<file path="config.mk">
export PLATFORM = sky130hd
export DESIGN_NAME = param_read_block
export DESIGN_NICKNAME = d
export VERILOG_FILES = /design/src/param_read_pkg.sv /design/src/param_read_block.sv
export SDC_FILE = /design/constraint.sdc
export NUM_CORES = 1
export LEC_CHECK = 0
export BUFFER_PORTS_ARGS = -buffer_cell sky130_fd_sc_hd__buf_2
export CAP_MARGIN = 15
export CORE_UTILIZATION = 30
export CTS_CLUSTER_DIAMETER = 60
export DETAILED_ROUTE_END_ITERATION = 12
export HOLD_SLACK_MARGIN = 0.08
export MAX_ROUTING_LAYER = met4
export PLACE_DENSITY = 0.72
export SLEW_MARGIN = 20
export SYNTH_ARGS = -nofsm -noshare
export SYNTH_HDL_FRONTEND = slang
export SYNTH_SLANG_ARGS = --single-unit
</file>
<file path="constraint.sdc">
create_clock -name pclk -period 1.4 [get_ports pclk]
set_input_delay 0 -clock pclk [delete_from_list [all_inputs] [get_ports pclk]]
set_output_delay 0 -clock pclk [all_outputs]
set_load 0.005 [all_outputs]
</file>
<file path="src/param_read_pkg.sv">
package param_read_pkg;

  // Node number limits.
  localparam logic [7:0] NODE_MIN = 8'h01;
  localparam logic [7:0] NODE_MAX = 8'h7f;

  // Width codes.
  localparam logic [7:0] WIDTH_NONE = 8'h00;
  localparam logic [7:0] WIDTH_BYTE = 8'h01;
  localparam logic [7:0] WIDTH_WORD = 8'h02;
  localparam logic [7:0] WIDTH_DWORD = 8'h04;

  // Fault codes; the values are arbitrary but distinct, and nonzero except FAULT_NONE.
  localparam logic [15:0] FAULT_NONE = 16'h0000;
  localparam logic [15:0] FAULT_BAD_NODE = 16'h0001;
  localparam logic [15:0] FAULT_XFER = 16'h0002;
  localparam logic [15:0] FAULT_BAD_WIDTH = 16'h0003;

  // Register byte offsets.
  localparam logic [7:0] OFS_STATUS = 8'h00;
  localparam logic [7:0] OFS_IRQ_STAT = 8'h04;
  localparam logic [7:0] OFS_IRQ_MASK = 8'h08;
  localparam logic [7:0] OFS_DATA = 8'h0c;
  localparam logic [7:0] OFS_FAULT = 8'h10;

  // Interrupt bit positions.
  localparam int IRQ_DONE_BIT = 0;
  localparam int IRQ_ERR_BIT = 1;
  localparam int IRQ_W = 2;

  typedef enum logic [1:0] {
    ST_IDLE,
    ST_WAIT,
    ST_DONE,
    ST_ERR
  } rd_state_t;

endpackage : param_read_pkg

</file>
<file path="src/param_read_block.sv">
// Local design decisions: the register addresses and register access over APB.
`timescale 1ns/10ps
module param_read_block (
  // Clock and reset.
  input wire logic pclk,
  input wire logic presetn,
  // APB slave.
  input wire logic psel,
  input wire logic penable,
  input wire logic pwrite,
  input wire logic [7:0] paddr,
  input wire logic [31:0] pwdata,
  output logic [31:0] prdata,
  output logic pready,
  output logic pslverr,
  // Requester side.
  input wire logic start_req,
  input wire logic [7:0] target_node,
  input wire logic [15:0] param_index,
  input wire logic [7:0] param_subindex,
  output logic busy,
  output logic active,
  output logic done,
  output logic error,
  output logic [15:0] fault_code,
  output logic [7:0] width_code,
  output logic [31:0] read_data,
  // Slave transfer port.
  output logic xfer_req,
  output logic [7:0] xfer_node,
  output logic [15:0] xfer_index,
  output logic [7:0] xfer_subindex,
  input wire logic xfer_ack,
  input wire logic xfer_fail,
  input wire logic [7:0] xfer_width,
  input wire logic [31:0] xfer_data,
  // Interrupt.
  output logic irq
);

  // ********************************
  // Start edge and request checks.
  // ********************************
  param_read_pkg::rd_state_t state_r;
  param_read_pkg::rd_state_t state_nxt;
  localparam int IRQ_W_L = param_read_pkg::IRQ_W;
  logic start_d_r;
  logic [IRQ_W_L-1:0] irq_stat_r;
  logic [IRQ_W_L-1:0] irq_mask_r;

  wire start_rise = start_req & ~start_d_r;
  wire start_fall = ~start_req & start_d_r;
  wire node_ok = (target_node >= param_read_pkg::NODE_MIN) &&
                 (target_node <= param_read_pkg::NODE_MAX);
  wire launch = start_rise && (state_r == param_read_pkg::ST_IDLE ||
                state_r == param_read_pkg::ST_DONE ||
                state_r == param_read_pkg::ST_ERR);

  // Byte mask for the reported width.
  function automatic logic [31:0] width_mask(input logic [7:0] w);
    case (w)
      param_read_pkg::WIDTH_BYTE: width_mask = 32'h0000_00ff;
      param_read_pkg::WIDTH_WORD: width_mask = 32'h0000_ffff;
      default: width_mask = 32'hffff_ffff;
    endcase
  endfunction : width_mask

  wire width_ok = (xfer_width == param_read_pkg::WIDTH_BYTE) ||
                  (xfer_width == param_read_pkg::WIDTH_WORD) ||
                  (xfer_width == param_read_pkg::WIDTH_DWORD);
  wire xfer_good = xfer_ack && !xfer_fail && width_ok;
  wire xfer_bad = xfer_ack && !xfer_good;
  wire done_ev = (state_r == param_read_pkg::ST_WAIT) && xfer_good;
  wire err_ev = (launch && !node_ok) ||
                ((state_r == param_read_pkg::ST_WAIT) && xfer_bad);

  // ********************************
  // Control state machine.
  // ********************************
  always_comb begin
    state_nxt = state_r;
    case (state_r)
      param_read_pkg::ST_IDLE, param_read_pkg::ST_DONE,
      param_read_pkg::ST_ERR: begin
        if (launch) begin
          state_nxt = node_ok ? param_read_pkg::ST_WAIT : param_read_pkg::ST_ERR;
        end else if (start_fall && state_r == param_read_pkg::ST_ERR) begin
          state_nxt = param_read_pkg::ST_IDLE;
        end
      end
      param_read_pkg::ST_WAIT: begin
        if (xfer_good) begin
          state_nxt = param_read_pkg::ST_DONE;
        end else if (xfer_bad) begin
          state_nxt = param_read_pkg::ST_ERR;
        end
      end
      default: state_nxt = param_read_pkg::ST_IDLE;
    endcase
  end

  always_ff @(posedge pclk or negedge presetn) begin
    if (!presetn) begin
      state_r <= param_read_pkg::ST_IDLE;
      start_d_r <= 1'b0;
    end else begin
      state_r <= state_nxt;
      start_d_r <= start_req;
    end
  end

  // ********************************
  // Busy and active flags.
  // ********************************
  // Busy rises combinationally with a start edge to a legal node and ends with done or error.
  assign busy = (launch && node_ok) || (state_r == param_read_pkg::ST_WAIT);
  assign active = state_r == param_read_pkg::ST_WAIT;
  assign xfer_req = active;

  // ********************************
  // Sampled request and results.
  // ********************************
  always_ff @(posedge pclk or negedge presetn) begin
    if (!presetn) begin
      xfer_node <= 8'h00;
      xfer_index <= 16'h0000;
      xfer_subindex <= 8'h00;
    end else if (launch) begin
      xfer_node <= target_node;
      xfer_index <= param_index;
      xfer_subindex <= param_subindex;
    end
  end

  always_ff @(posedge pclk or negedge presetn) begin
    if (!presetn) begin
      done <= 1'b0;
      error <= 1'b0;
      fault_code <= param_read_pkg::FAULT_NONE;
      width_code <= param_read_pkg::WIDTH_NONE;
      read_data <= 32'h0000_0000;
    end else begin
      if (done_ev) begin
        done <= 1'b1;
        width_code <= xfer_width;
        read_data <= xfer_data & width_mask(xfer_width);
      end else if (err_ev) begin
        error <= 1'b1;
        done <= 1'b0;
        width_code <= param_read_pkg::WIDTH_NONE;
        read_data <= 32'h0000_0000;
        if (launch) begin
          fault_code <= param_read_pkg::FAULT_BAD_NODE;
        end else if (xfer_fail) begin
          fault_code <= param_read_pkg::FAULT_XFER;
        end else begin
          fault_code <= param_read_pkg::FAULT_BAD_WIDTH;
        end
      end else if (start_fall) begin
        done <= 1'b0;
        error <= 1'b0;
        fault_code <= param_read_pkg::FAULT_NONE;
      end
      if (launch && node_ok) begin
        done <= 1'b0;
        error <= 1'b0;
        fault_code <= param_read_pkg::FAULT_NONE;
      end
    end
  end

  // ********************************
  // APB registers and interrupt.
  // ********************************
  wire apb_wr = psel && penable && pwrite;
  wire apb_rd = psel && penable && !pwrite;
  wire [IRQ_W_L-1:0] irq_ev = {err_ev, done_ev};
  wire rd_stat = apb_rd && (paddr == param_read_pkg::OFS_IRQ_STAT);
  wire addr_ok = (paddr == param_read_pkg::OFS_STATUS) ||
                 (paddr == param_read_pkg::OFS_IRQ_STAT) ||
                 (paddr == param_read_pkg::OFS_IRQ_MASK) ||
                 (paddr == param_read_pkg::OFS_DATA) ||
                 (paddr == param_read_pkg::OFS_FAULT);

  assign pready = 1'b1;
  assign pslverr = psel && penable && !addr_ok;
  assign irq = |(irq_stat_r & irq_mask_r);

  always_comb begin
    prdata = 32'h0000_0000;
    case (paddr)
      param_read_pkg::OFS_STATUS: prdata = {16'h0000, width_code, 4'h0,
                                            error, done, active, busy};
      param_read_pkg::OFS_IRQ_STAT: prdata = {30'h0, irq_stat_r};
      param_read_pkg::OFS_IRQ_MASK: prdata = {30'h0, irq_mask_r};
      param_read_pkg::OFS_DATA: prdata = read_data;
      param_read_pkg::OFS_FAULT: prdata = {16'h0000, fault_code};
      default: prdata = 32'h0000_0000;
    endcase
  end

  // A new event wins over the clear by read in the same cycle.
  always_ff @(posedge pclk or negedge presetn) begin
    if (!presetn) begin
      irq_stat_r <= 2'h0;
      irq_mask_r <= 2'h0;
    end else begin
      irq_stat_r <= (rd_stat ? 2'h0 : irq_stat_r) | irq_ev;
      if (apb_wr && paddr == param_read_pkg::OFS_IRQ_MASK) begin
        irq_mask_r <= pwdata[IRQ_W_L-1:0];
      end
    end
  end

  // ********************************
  // Assertions.
  // ********************************
  property p_start_edge_only;
    @(posedge pclk) disable iff (!presetn)
    (state_r != param_read_pkg::ST_WAIT && start_req && start_d_r) |=>
      state_r == $past(state_r);
  endproperty
  a_start_edge_only: assert property (p_start_edge_only)
    else $error("read started without a start edge");

  property p_sample_node;
    @(posedge pclk) disable iff (!presetn)
    (launch && node_ok) |=> (xfer_node == $past(target_node) &&
      xfer_index == $past(param_index) && xfer_subindex == $past(param_subindex));
  endproperty
  a_sample_node: assert property (p_sample_node)
    else $error("request fields not sampled at start edge");

  property p_width_valid;
    @(posedge pclk) disable iff (!presetn)
    $rose(done) |-> (width_code == param_read_pkg::WIDTH_BYTE ||
      width_code == param_read_pkg::WIDTH_WORD || width_code == param_read_pkg::WIDTH_DWORD);
  endproperty
  a_width_valid: assert property (p_width_valid)
    else $error("done with invalid width code");

  property p_busy_ends;
    @(posedge pclk) disable iff (!presetn)
    (active && (xfer_ack)) |=> !busy || launch;
  endproperty
  a_busy_ends: assert property (p_busy_ends)
    else $error("busy stays after completion");

  property p_done_hold;
    @(posedge pclk) disable iff (!presetn)
    (done && start_req && !launch) |=> done;
  endproperty
  a_done_hold: assert property (p_done_hold)
    else $error("done cleared while start still high");

  property p_bad_node;
    @(posedge pclk) disable iff (!presetn)
    (launch && !node_ok) |=> (error && width_code == 8'h00 && read_data == 32'h0
      && fault_code == param_read_pkg::FAULT_BAD_NODE);
  endproperty
  a_bad_node: assert property (p_bad_node)
    else $error("illegal node not reported");

  property p_err_clear;
    @(posedge pclk) disable iff (!presetn)
    (error && start_fall && !launch) |=> (!error && fault_code == 16'h0000);
  endproperty
  a_err_clear: assert property (p_err_clear)
    else $error("error not cleared on start fall");

  property p_fault_while_err;
    @(posedge pclk) disable iff (!presetn)
    error |-> fault_code != param_read_pkg::FAULT_NONE;
  endproperty
  a_fault_while_err: assert property (p_fault_while_err)
    else $error("error without fault code");

  property p_no_retrigger;
    @(posedge pclk) disable iff (!presetn)
    (active && !xfer_ack) |=> $stable(xfer_node) && $stable(xfer_index);
  endproperty
  a_no_retrigger: assert property (p_no_retrigger)
    else $error("request changed during busy read");

  property p_active_next;
    @(posedge pclk) disable iff (!presetn)
    (launch && node_ok) |=> active && xfer_req;
  endproperty
  a_active_next: assert property (p_active_next)
    else $error("active not raised after accepted start");

  property p_done_result;
    @(posedge pclk) disable iff (!presetn)
    $rose(done) |-> !active && (!busy || launch) &&
      width_code != param_read_pkg::WIDTH_NONE;
  endproperty
  a_done_result: assert property (p_done_result)
    else $error("done raised while still busy or without width");

  property p_done_clear;
    @(posedge pclk) disable iff (!presetn)
    (done && start_fall) |=> !done;
  endproperty
  a_done_clear: assert property (p_done_clear)
    else $error("done not cleared on start fall");

  property p_data_hold;
    @(posedge pclk) disable iff (!presetn)
    (state_r == param_read_pkg::ST_DONE && !launch) |=>
      $stable(width_code) && $stable(read_data);
  endproperty
  a_data_hold: assert property (p_data_hold)
    else $error("result changed after completion");

  property p_data_masked;
    @(posedge pclk) disable iff (!presetn)
    $rose(done) |-> (read_data & ~width_mask(width_code)) == 32'h0000_0000;
  endproperty
  a_data_masked: assert property (p_data_masked)
    else $error("read value wider than its width code");

  property p_err_result;
    @(posedge pclk) disable iff (!presetn)
    $rose(error) |-> !active && !done && (!busy || launch);
  endproperty
  a_err_result: assert property (p_err_result)
    else $error("error raised while busy, active or done");

endmodule : param_read_block

</file>
==> flow_summary.json <==
{
  "status": "complete, but fails checks",
  "violations": "setup timing",
  "area_growth_pct": 81.1,
  "wl_met1_mm": 5.83,
  "clock-sinks": 83,
  "worstPathRequired_ns": 1.40,
  "wl_met3_um": 841,
  "synth_top_family_by_area": "simple AND/OR/NAND/NOR gates",
  "drc": 0,
  "post_synth_mux_area_share": 0.0146,
  "highest_layer": "met4",
  "fin_nets": 814,
  "track_usage": 0.208,
  "drt_iter0_drc": 163,
  "ys_top_cells_by_count": "107 x nand2_1, 83 x dfrtp_1, 35 x a22o_1",
  "numCtsBuffers": 9,
  "antenna_found_initial": 0,
  "async_flop_share": 1.00,
  "critPathMaxStageDelay_ns": 0.45,
  "root_buffer": "clkbuf_16",
  "synth_cells": 375,
  "synth_top_area_frac": 0.538,
  "setup_violations": 111,
  "skew_ns": 0.00386,
  "synth_simple_gate_area_frac": 0.215,
  "rows": 41,
  "synthTopCellsByArea": "dfrtp_1 54%, nand2_1 10%, a22o_1 7.9%",
  "gr-total-overflow": 0,
  "avgViaCountPerCell": 4.81,
  "synth.most_common_cell": "nand2_1",
  "io_pins": 248,
  "postSynthAreaPerCell_sq_um": 10.3,
  "clock.fmax_ghz": 0.616,
  "cts_tree": "done",
  "fin_area_sq_um": 6990,
  "grt_max_degree": 84,
  "place_congestion": 0.788,
  "start_util": 0.307,
  "clk_pin_slew_worst_paths_ns": 0.06,
  "finalCriticalPeriod_ns": 1.62,
  "ff2ff_setup_slack_ns": -0.19,
  "crit_chain": "nand2b_4 -> inv_6 -> mux4_2 -> nand2b_1 -> a21oi_1 -> buf_2",
  "grt_pass1_vias": 3986,
  "ys_ff_latch": 83,
  "crit_path_max_fanout": 5,
  "crit_path_start_kind": "flop",
  "fin_crit_sh": 1.16,
  "cp-end-kind": "output pin",
  "power_per_cell_area_nw_per_um2": 1140,
  "ys.warnings.count": 0,
  "die_x_um": 115,
  "r2r-start": "state_r[1]",
  "dp_hpwl_mm": 8.05,
  "place_area_sq_um": 5150,
  "synth_adder_area_share": 0,
  "synth-seq-area-share": 0.538,
  "tns_ns": -11.84,
  "dr_wl_met2_mm": 7.66,
  "p_leak_uw": 0.00370,
  "max_cap_violations": 0,
  "synthDistinctLibCells": 47,
  "ys.flop_type": "dfrtp_1",
  "worstMarginPinSlew_ns": 0.518,
  "crit_start": "state_r[0]",
  "criticalPathCategory": "flop to output pin",
  "worst_slack_ns": -0.223,
  "htreeDepth": 3,
  "hold_viol": 0,
  "worstPathArrival_ns": 1.62,
  "antennaDiodeCount": 0,
  "finalWirelength_mm": 14.7,
  "synth_compound_area_frac": 0.159,
  "io_buffers": 202,
  "drt_pre_antenna_iters": 4,
  "die_area_sq_um": 13300,
  "ant_nets": 0,
  "hp-start": "penable",
  "fin_util": 0.556,
  "min_path_type": "primary input to flop",
  "clk_path_buf_depth": 2,
  "synth-edff-count": 0,
  "clock_latency_ns": 0.33,
  "synthXorXnorAreaFrac": 0.00227,
  "peakVddDrop_mv": 0.636,
  "fill_cells": 1006,
  "pre_cts_ws_ns": -0.121,
  "die_y_um": 115,
  "crit_path_top_delay_cell": "mux4_2",
  "dr_total_vias": 4192,
  "drive_above_1_share": 0.475,
  "slew_viol_final": 0,
  "synth_area_leader_cell": "dfrtp_1",
  "core_sq_um": 12600,
  "rsz0062_at_grt": "yes",
  "power_uw": 7990,
  "grt_pass1_wl_mm": 20.0,
  "worst_slew_margin_rel": 0.655,
  "wl_per_cell_um": 16.9,
  "netlist_area_sq_um": 3860
}
==> final cells by class <==
class	instances	area (sq um)	share of cell area
Inverter	2	12.5	0.00179
Tap cell	172	215	0.0308
Clock inverter	5	61.3	0.00877
Timing Repair Buffer	329	2560	0.366
Multi-Input combinational cell	269	1810	0.259
Sequential cell	83	2080	0.297
Clock buffer	11	253	0.0362
==> final timing paths <==
path                                  end  depth (start not counted)
setup / recovery                prdata[1]                          6
setup reg to reg            read_data[28]                          8
hold / removal              irq_stat_r[1]                          5
hold reg to reg              xfer_node[7]                          2
min in group asynchronous   width_code[5]                          3
max in group asynchronous  xfer_index[11]                          3
==> sequential cells by signal (all words and copies together) (netlist names) <==
signal	cells
done	1
error	1
fault_code	2
irq_mask_r	2
irq_stat_r	2
read_data	32
start_d_r	1
state_r	2
width_code	8
xfer_index	16
xfer_node	8
xfer_subindex	8
==> layout by cell type, fill, tap and decap left out, drive strengths merged, types with 4 or more instances in the layout <==
cell | synthesis | routed
o2bb2ai | 10 | 10
nand2b | 7 | 7
a22o | 35 | 35
nor2 | 5 | 5
nor4 | 4 | 4
clkbuf | 4 | 16
a21oi | 6 | 6
nor3b | 4 | 4
nand2 | 107 | 107
buf | 33 | 251
conb | 2 | 15
o21ai | 15 | 15
dlygate4sd3 | 0 | 73
and2 | 25 | 25
dfrtp | 83 | 83
and3 | 2 | 5
==> report_power, final <==
| part | total [uW] | internal (uW) | switching, uW | leakage (uW) |
|---|---|---|---|---|
| clock | 2440 | 1480 | 959 | 0.000144 |
| sequential | 3060 | 2800 | 261 | 0.00109 |
| combinational | 2490 | 1310 | 1180 | 0.00246 |
==> cell families (layout without fill, tap and decap cells) <==
| family | Yosys count | in the layout |
|---|---|---|
| other cells | 2 | 15 |
| simple gates | 166 | 169 |
| buf+inv | 39 | 347 |
| mux | 4 | 4 |
| compound gates | 80 | 80 |
| xor+xnor | 1 | 1 |
| flops | 83 | 83 |
==> routing by layer <==
metal  vias up  GRT usage
li1       1901          -
met1      2016      0.219
met2       244      0.369
met3        31     0.0350
met4         0      0.114
met5         -          -
==> critical path, delay by kind of cell (launching register included) <==
family / cells / cell delay (ns)
AO/OA/AOI/OAI: 1 / 0.05
buffers and inverters: 2 / 0.17
multiplexers: 1 / 0.45
flip-flops: 1 / 0.42
AND/OR/NAND/NOR: 2 / 0.19
==> what timing repair did <==
item / CTS / global route
endpoints found under the hold margin: 157 / 0
hold buffers: 73 / 0
cloned: 5 / 6
pin swaps: 22 / 25
setup endpoints to repair: 91 / 106
buffers inserted: 10 / 10
gates resized for setup: 36 / 67
==> through the flow <==
| stage | hold slack [ns] | std cells |
|---|---|---|
| global placement | 0.0676 | 751 |
| floorplan | -0.296 | 388 |
| finish | 0.148 | 871 |
| detailed placement | 0.0737 | 751 |
| global route | 0.161 | 871 |
| CTS | 0.122 | 855 |
Note: power is estimated with default switching activity, not from simulation.
